### config.mk
export PLATFORM = sky130hd
export DESIGN_NAME = ttc_top
export DESIGN_NICKNAME = d
export VERILOG_FILES = /design/src/ttc_duty_gen.v /design/src/ttc_top.v
export VERILOG_INCLUDE_DIRS = /design/src
export SDC_FILE = /design/constraint.sdc
export NUM_CORES = 1
export LEC_CHECK = 0
export ABC_CLOCK_PERIOD_IN_PS = 2100
export BUFFER_PORTS_ARGS = -buffer_cell sky130_fd_sc_hd__buf_2
export CAP_MARGIN = 5
export CORE_MARGIN = 2
export CORE_UTILIZATION = 49
export CTS_CLUSTER_SIZE = 40
export DETAILED_ROUTE_END_ITERATION = 6
export PLACE_DENSITY_LB_ADDON = 0.1
export SLEW_MARGIN = 20
export SYNTH_ARGS = -nofsm -noshare
export SYNTH_HDL_FRONTEND = slang
export SYNTH_SLANG_ARGS = --single-unit
### constraint.sdc
create_clock -name i_sys_clk -period 2.1 [get_ports i_sys_clk]
set_input_delay 0.21 -clock i_sys_clk [delete_from_list [all_inputs] [get_ports i_sys_clk]]
set_output_delay 0.21 -clock i_sys_clk [all_outputs]
set_load 0.1 [all_outputs]
### src/ttc_regs.vh
// Constants for the thermal throttle control block: field positions, reset values, timing figures.
// Assumes a 100 MHz core clock; times are given in nanoseconds and converted to cycles.
`ifndef TTC_REGS_VH
`define TTC_REGS_VH
`define TTC_CLK_PERIOD_NS      10
// Clock duty throttle register fields.
`define TTC_CDT_FORCE_BIT      4
`define TTC_CDT_DUTY_MSB       3
`define TTC_CDT_DUTY_LSB       1
`define TTC_CDT_RESET          5'h00
// Modulation period in eighths; off time must stay within the longest off interval.
`define TTC_OFF_MAX_NS         3000
`define TTC_OFF_MAX_CYC        (`TTC_OFF_MAX_NS / `TTC_CLK_PERIOD_NS)
`define TTC_EIGHTH_CYC         (`TTC_OFF_MAX_CYC / 8)
// Factory duty cycle for thermal throttling, in eighths of on-time (50 percent).
`define TTC_FACTORY_DUTY       3'h4
// Frequency switch time, longest.
`define TTC_FSW_NS             5000
`define TTC_FSW_CYC            (`TTC_FSW_NS / `TTC_CLK_PERIOD_NS)
// Hysteresis time after cool-down.
`define TTC_HYST_NS            100000
`define TTC_HYST_CYC           (`TTC_HYST_NS / `TTC_CLK_PERIOD_NS)
// Interval between voltage-select steps.
`define TTC_VSTEP_NS           1000
`define TTC_VSTEP_CYC          (`TTC_VSTEP_NS / `TTC_CLK_PERIOD_NS)
// Hot interrupt edge select codes.
`define TTC_IRQ_NONE           2'h0
`define TTC_IRQ_RISE           2'h1
`define TTC_IRQ_FALL           2'h2
`define TTC_IRQ_BOTH           2'h3
`endif

### src/ttc_duty_gen.v
// Clock duty generator: splits a modulation period into eight slots and gates on n of them.
// Assumes a same-clock enable and duty; duty zero yields no on-time, the caller filters it.
`timescale 1ns/10ps
`default_nettype none
module ttc_duty_gen #(
    parameter integer SLOT_CYC = 37
) (
    input  wire       i_sys_clk,
    input  wire       i_srst,
    input  wire       i_run,
    input  wire [2:0] i_duty,
    output reg        o_clk_on
);
    reg [15:0] slot_cnt_r;
    reg [2:0]  slot_r;

    // Slot counter; restarts whenever modulation stops so each period begins with on-time.
    always @(posedge i_sys_clk) begin
        if (i_srst || !i_run) begin
            slot_cnt_r <= 16'h0000;
            slot_r     <= 3'h0;
            o_clk_on   <= 1'b1;
        end else begin
            if (slot_cnt_r == SLOT_CYC[15:0] - 16'h0001) begin
                slot_cnt_r <= 16'h0000;
                slot_r     <= slot_r + 3'h1;
            end else begin
                slot_cnt_r <= slot_cnt_r + 16'h0001;
            end
            o_clk_on <= (slot_r < i_duty);
        end
    end
endmodule
`default_nettype wire

### src/ttc_top.v
// Thermal throttle control: clock modulation, frequency/voltage throttling, forced duty, hot indication.
// Assumes the trip input is an asynchronous pin; software controls are same-clock inputs.
`timescale 1ns/10ps
`default_nettype none
`include "ttc_regs.vh"
module ttc_top #(
    parameter integer HYST_CYC  = `TTC_HYST_CYC,
    parameter integer VSTEP_CYC = `TTC_VSTEP_CYC,
    parameter [7:0]   LOW_RATIO = 8'h0C,
    parameter [5:0]   LOW_VSEL  = 6'h20
) (
    input  wire       i_sys_clk,
    input  wire       i_srst,
    input  wire       i_die_trip,
    input  wire       i_clk_throttle_en,
    input  wire       i_fv_throttle_en,
    input  wire [4:0] i_clk_duty_throttle,
    input  wire [7:0] i_ratio_sel,
    input  wire [5:0] i_normal_vsel,
    input  wire       i_ratio_wr,
    input  wire [1:0] i_hot_irq_sel,
    input  wire       i_irq_req,
    input  wire       i_edge_irq_req,
    output reg        o_die_hot_indicator,
    output reg        o_core_clk_on,
    output reg        o_throttle_active,
    output reg  [7:0] o_bus_ratio,
    output reg  [5:0] o_voltage_select_code,
    output reg        o_bus_block,
    output reg        o_irq_service,
    output reg        o_edge_irq_service,
    output reg        o_hot_irq,
    output reg        o_fv_busy
);
    // Frequency/voltage sequencer states, in the order a throttle episode walks them.
    // NORMAL holds the software ratio and the normal voltage code and watches for throttling.
    // FSW parks the ratio at the low value and blocks the bus while the core clock settles.
    // VDOWN walks the voltage code one table entry per step towards the low code.
    // LOW holds the low point until the throttle circuit has cooled and its hysteresis has run out.
    // VUP walks the voltage code back to the normal code, one entry per step.
    // FUP restores the ratio last written by software, which may have changed meanwhile.
    // The ratio never rises while the voltage is below normal, so the core is never starved.
    // The voltage never falls while the ratio is still high, for the same reason.
    // Limitation: a new normal code written mid-episode is only reached on the way back up.
    localparam [2:0] FV_NORMAL = 3'h0;
    localparam [2:0] FV_FSW    = 3'h1;
    localparam [2:0] FV_VDOWN  = 3'h2;
    localparam [2:0] FV_LOW    = 3'h3;
    localparam [2:0] FV_VUP    = 3'h4;
    localparam [2:0] FV_FUP    = 3'h5;

    reg        trip_s1_r;
    reg        trip_s2_r;
    reg        hot_d_r;
    reg        tcc_r;
    reg [23:0] hyst_cnt_r;
    reg [2:0]  fv_st_r;
    reg [15:0] fv_cnt_r;
    reg [7:0]  ratio_cur_r;
    reg        irq_pend_r;
    reg        edge_pend_r;
    reg        mod_run;
    reg [2:0]  mod_duty;
    wire       duty_on;
    wire [2:0] sw_duty;
    wire       sw_force;

    // Two-stage synchroniser on the internal trip comparator; the threshold lives outside this logic.
    // Fixed internal threshold
    always @(posedge i_sys_clk) begin
        if (i_srst) begin
            trip_s1_r <= 1'b0;
            trip_s2_r <= 1'b0;
        end else begin
            trip_s1_r <= i_die_trip;
            trip_s2_r <= trip_s1_r;
        end
    end

    // Hot indicator and edge interrupt; the indicator does not depend on any enable.
    always @(posedge i_sys_clk) begin
        if (i_srst) begin
            hot_d_r             <= 1'b0;
            o_die_hot_indicator <= 1'b0;
            o_hot_irq           <= 1'b0;
        end else begin
            hot_d_r <= trip_s2_r;
            o_die_hot_indicator <= trip_s2_r;
            o_hot_irq <= ((i_hot_irq_sel == `TTC_IRQ_RISE || i_hot_irq_sel == `TTC_IRQ_BOTH) &&
                          trip_s2_r && !hot_d_r) ||
                         ((i_hot_irq_sel == `TTC_IRQ_FALL || i_hot_irq_sel == `TTC_IRQ_BOTH) &&
                          !trip_s2_r && hot_d_r);
        end
    end

    // Throttle circuit activity with hysteresis, so a die hovering at the trip point cannot chatter.
    always @(posedge i_sys_clk) begin
        if (i_srst) begin
            tcc_r      <= 1'b0;
            hyst_cnt_r <= 24'h000000;
        end else if (trip_s2_r && (i_clk_throttle_en || i_fv_throttle_en)) begin
            tcc_r      <= 1'b1;
            hyst_cnt_r <= 24'h000000;
        end else if (tcc_r) begin
            if (hyst_cnt_r == HYST_CYC[23:0] - 24'h000001) begin
                tcc_r      <= 1'b0;
                hyst_cnt_r <= 24'h000000;
            end else begin
                hyst_cnt_r <= hyst_cnt_r + 24'h000001;
            end
        end
    end

    assign sw_force = i_clk_duty_throttle[`TTC_CDT_FORCE_BIT];
    assign sw_duty  = i_clk_duty_throttle[`TTC_CDT_DUTY_MSB:`TTC_CDT_DUTY_LSB];

    // Modulation source select; thermal throttling in clock mode wins over the software duty.
    always @* begin
        mod_run  = 1'b0;
        mod_duty = sw_duty;
        if (tcc_r && i_clk_throttle_en) begin
            mod_run  = 1'b1;
            mod_duty = `TTC_FACTORY_DUTY;
        end else if (sw_force && sw_duty != 3'h0) begin
            mod_run = 1'b1;
        end
    end

    ttc_duty_gen #(
        .SLOT_CYC (`TTC_EIGHTH_CYC)
    ) u_duty (
        .i_sys_clk (i_sys_clk),
        .i_srst    (i_srst),
        .i_run     (mod_run),
        .i_duty    (mod_duty),
        .o_clk_on  (duty_on)
    );

    // Frequency/voltage sequencer: ratio drops before voltage, and voltage rises before ratio.
    always @(posedge i_sys_clk) begin
        if (i_srst) begin
            fv_st_r               <= FV_NORMAL;
            fv_cnt_r              <= 16'h0000;
            o_bus_ratio           <= 8'h00;
            o_voltage_select_code <= 6'h00;
            o_bus_block           <= 1'b0;
            o_fv_busy             <= 1'b0;
        end else begin
            case (fv_st_r)
                FV_NORMAL: begin
                    o_bus_ratio           <= ratio_cur_r;
                    o_voltage_select_code <= i_normal_vsel;
                    o_fv_busy             <= 1'b0;
                    if (tcc_r && i_fv_throttle_en) begin
                        fv_st_r     <= FV_FSW;
                        fv_cnt_r    <= 16'h0000;
                        o_bus_block <= 1'b1;
                        o_bus_ratio <= LOW_RATIO;
                        o_fv_busy   <= 1'b1;
                    end
                end
                FV_FSW: begin
                    if (fv_cnt_r == `TTC_FSW_CYC - 1) begin
                        fv_st_r     <= FV_VDOWN;
                        fv_cnt_r    <= 16'h0000;
                        o_bus_block <= 1'b0;
                    end else begin
                        fv_cnt_r <= fv_cnt_r + 16'h0001;
                    end
                end
                FV_VDOWN, FV_VUP: begin
                    if (fv_cnt_r == VSTEP_CYC[15:0] - 16'h0001) begin
                        fv_cnt_r <= 16'h0000;
                        if (fv_st_r == FV_VDOWN) begin
                            if (o_voltage_select_code == LOW_VSEL)
                                fv_st_r <= FV_LOW;
                            else if (o_voltage_select_code < LOW_VSEL)
                                o_voltage_select_code <= o_voltage_select_code + 6'h01;
                            else
                                o_voltage_select_code <= o_voltage_select_code - 6'h01;
                        end else begin
                            if (o_voltage_select_code == i_normal_vsel)
                                fv_st_r <= FV_FUP;
                            else if (o_voltage_select_code < i_normal_vsel)
                                o_voltage_select_code <= o_voltage_select_code + 6'h01;
                            else
                                o_voltage_select_code <= o_voltage_select_code - 6'h01;
                        end
                    end else begin
                        fv_cnt_r <= fv_cnt_r + 16'h0001;
                    end
                end
                FV_LOW: begin
                    if (!tcc_r) begin
                        fv_st_r  <= FV_VUP;
                        fv_cnt_r <= 16'h0000;
                    end
                end
                FV_FUP: begin
                    o_bus_ratio <= ratio_cur_r;
                    fv_st_r     <= FV_NORMAL;
                end
                default: begin
                    fv_st_r <= FV_NORMAL;
                end
            endcase
        end
    end

    // Ratio requests are only stored here; the sequencer applies them at the normal point.
    // Storing rather than applying keeps a software raise from undercutting the low voltage.
    // Defer higher frequency
    always @(posedge i_sys_clk) begin
        if (i_srst) begin
            ratio_cur_r <= 8'h00;
        end else if (i_ratio_wr) begin
            ratio_cur_r <= i_ratio_sel;
        end
    end

    // Interrupt latching; a new request in the service cycle is kept, so no event is lost.
    always @(posedge i_sys_clk) begin
        if (i_srst) begin
            irq_pend_r         <= 1'b0;
            edge_pend_r        <= 1'b0;
            o_irq_service      <= 1'b0;
            o_edge_irq_service <= 1'b0;
            o_core_clk_on      <= 1'b1;
            o_throttle_active  <= 1'b0;
        end else begin
            o_core_clk_on     <= duty_on;
            o_throttle_active <= tcc_r;
            o_irq_service <= (irq_pend_r || i_irq_req) && duty_on;
            irq_pend_r    <= i_irq_req || (irq_pend_r && !duty_on);
            o_edge_irq_service <= (edge_pend_r || i_edge_irq_req) && duty_on && (fv_st_r != FV_FSW);
            edge_pend_r        <= i_edge_irq_req || (edge_pend_r && !(duty_on && fv_st_r != FV_FSW));
        end
    end
endmodule
`default_nettype wire

==> flow_summary.ini <==
[pwr]
internal_power_mw = 3.43
swShare_pct = 38.1
clockPowerShare_pct = 23.9
switching_power_mw = 2.11
p_leak_nw = 2.29
p_comb_share_pct = 37.3
ir_drop_mv = 0.430
power.total_mw = 5.55
pwr-share-seq_pct = 38.8
power.density_nw_per_um2 = 977

[cts]
clk_pin_slew_ps = 100
clock_tree.buffer_depth = 2
h-tree-depth = 3
cts.sinks = 98
cts_buffers = 9
clock_latency_ps = 360
root_buffer = clkbuf_8
cts_tree = yes

[logic_synthesis]
synth_xor_area_share_pct = 8.88
yosys.area_share.simple_pct = 27.1
async_reset_ff_share_pct = 0
synth_edf_count = 0
syn_inst = 554
synth_seq_area_share_pct = 41.4
synth_compound_area_share_pct = 10.6
synth_top_family_by_area = simple AND/OR/NAND/NOR gates
syn_area_um2 = 4730
yosysUniqueCellTypes = 54
avgSynthCellArea_um2 = 8.54
syn_nets = 599
yosys_register_bits = 98
synth-main-ff-cell = dfxtp_1
synthMuxAreaShare_pct = 3.89
synthAdderAreaFrac_pct = 4.23
ys_warn_count = 0

[final_layout]
area_growth_pct = 20.0
drive_above_1_share_pct = 20.9
antenna_cells = 0
finalNetCount = 671
multi_input_area_um2 = 2710
regArea_um2 = 1990
nFillCells = 840

[status]
status = finished clean

[detailed_routing]
dr_total_vias = 3988
wl_per_cell_um = 13.3
routed_wl_um = 10100
drt_iter0_markers = 85
drtAntennaViolNets = 0
first_pass_iters = 4
via_per_inst = 5.25
drc = 0

[critical_path]
path_max_fanout = 6
worstPathCellList = ha_4, a21oi_4, o21ai_2, o31ai_4, mux2i_1, mux2_2, a31oi_1
critPathLaunchType = flop
timing_worst_setup_path_type = reg -> reg
cpPeakStageDelay_ps = 400
cp_top_family = compound AO/OA/AOI/OAI gates
worstPathBufferInverterCount = 0
critPathCaptureType = flop
worstPathArrival_ps = 2350
crit_slowest_cell = dfxtp_4
cp.required_ps = 2380

[timing]
slew_violations = 0
setup_viol = 0
clock_skew_ps = 14.5
post-route-min-period_ps = 2070
tightest_slew_ps = 527
hold_viol_final = 0
maxSlewHeadroom_pct = 65.1
setup_tns_ps = 0
fmax_mhz = 484
fin_crit_sh_pct = 98.4
grt_setup_unrepaired = true

[floorplan]
die_h_um = 102
design.core.area_um2 = 9330
num_rows = 35
io_pins = 51
die_width_um = 102
die_area_um2 = 10500
start_util_pct = 50.7

[global_route]
antenna_found_initial = 0
grt_pass1_wl_um = 17400
grt_usage_pct = 20.4
gr-total-overflow = 0
grt_pass1_vias = 3904
grt_start_max_net_pins = 26

[place]
portBuffers = 49
place.gp.congestion = 0.792
dpl.hpwl_um = 7280

[min_path]
min_path_type = in -> reg

[job]
cap_viol_max_count = 0
per-stage QoR:
stage	utilization, %	worst slack [ps]	instance area (um2)	hold WS, ps	cells
finish	60.9	32.8	5680	58.8	760
global route	60.9	-49.4	5680	44.0	760
CTS	60.0	14.8	5590	47.0	756
detailed placement	57.6	34.2	5370	428	740
global placement	57.6	75.2	5370	416	740
floorplan	-	4.88	4830	327	554
worst reg2reg max path, stage by stage (launching register included):
cell and delay [ps]:
dfxtp_4 400, ha_4 220, a21oi_4 130, o21ai_2 100, o31ai_4 380, mux2i_1 260
mux2_2 360, a31oi_1 150
what timing repair did:
item	4_1_cts	5_1_grt
setup buffers	0	4
setup endpoints to repair	0	8
hold buffers	0	0
gates resized for setup	0	15
logic make-up after synthesis:
group / after synthesis
AND/OR/NAND/NOR: 254
flip-flops: 98
AO/OA/AOI/OAI: 76
XOR/XNOR: 48
buffers and inverters: 44
multiplexers: 18
adder cells (fa/ha/maj): 16
cell type report:
cell class / instances / area share [%]
multi-input combinational: 412 / 47.8
clock inverter: 4 / 0.969
clock buffer: 12 / 2.93
timing repair buffer: 82 / 8.90
inverter: 23 / 1.56
tap: 129 / 2.84
sequential: 98 / 35.0
cell usage in the layout (no fill, tap or decap), types with 18 or more instances in the layout:
cell and count:
a21oi_1 22, and3_1 18, buf_2 49, buf_4 32
dfxtp_1 89, inv_1 22, nand2_1 46, nand3_1 20
nor2_1 86, xor2_1 32
power groups by stage:
| stage | Combinational, mW | Sequential [mW] | Clock (mW) |
|---|---|---|---|
| finish | 2.07 | 2.15 | 1.32 |
| global route | 2.25 | 2.17 | 1.44 |
| CTS | 1.96 | 2.15 | 1.36 |
| detailed placement | 1.95 | 2.19 | 0 |
| global placement | 1.93 | 2.18 | 0 |
| floorplan | 0.929 | 2.66 | 0 |
cells in the mapped netlist, drive strengths merged, types with 5 or more instances:
library cell,n,area [um2]
or3,10,62.6
nor2b,6,37.5
clkbuf,13,48.8
mux2i,15,150
a31oi,5,31.3
dfxtp,98,1960
and4,5,45.0
nor3,16,80.1
buf,8,45.0
xnor2,16,140
nor2,86,323
nand4,16,100
nor4b,6,67.6
and3,18,113
ha,16,200
a21oi,25,125
nand2,47,176
nand3,20,100
a22oi,7,52.6
o21ai,15,75.1
inv,23,86.3
xor2,32,280
sequential cells by signal, indices dropped and copies added (netlist names), 3 cells and up:
signal                 cells
fv_cnt_r                  16
fv_st_r                    3
hyst_cnt_r                24
o_bus_ratio                8
o_voltage_select_code      6
ratio_cur_r                8
u_duty.slot_cnt_r         16
u_duty.slot_r              3
layer usage:
metal	vias up	global-route usage, %	part of all wire [%]
li1	2068	-	-
met1	1860	25.8	47
met2	51	35.9	49
met3	9	3.42	2.6
met4	0	5.44	1.0
met5	-	0	0
final timing paths:
path,from,end,slack [ps],depth (start not counted)
worst min-delay path,i_die_trip,trip_s1_r,60,2
worst max-delay path,o_voltage_select_code[3],o_voltage_select_code[4],30,7
worst min register to register,trip_s1_r,trip_s2_r,440,1
worst max register to register,o_voltage_select_code[3],o_voltage_select_code[4],30,7
(Power assumes the default switching activity.)
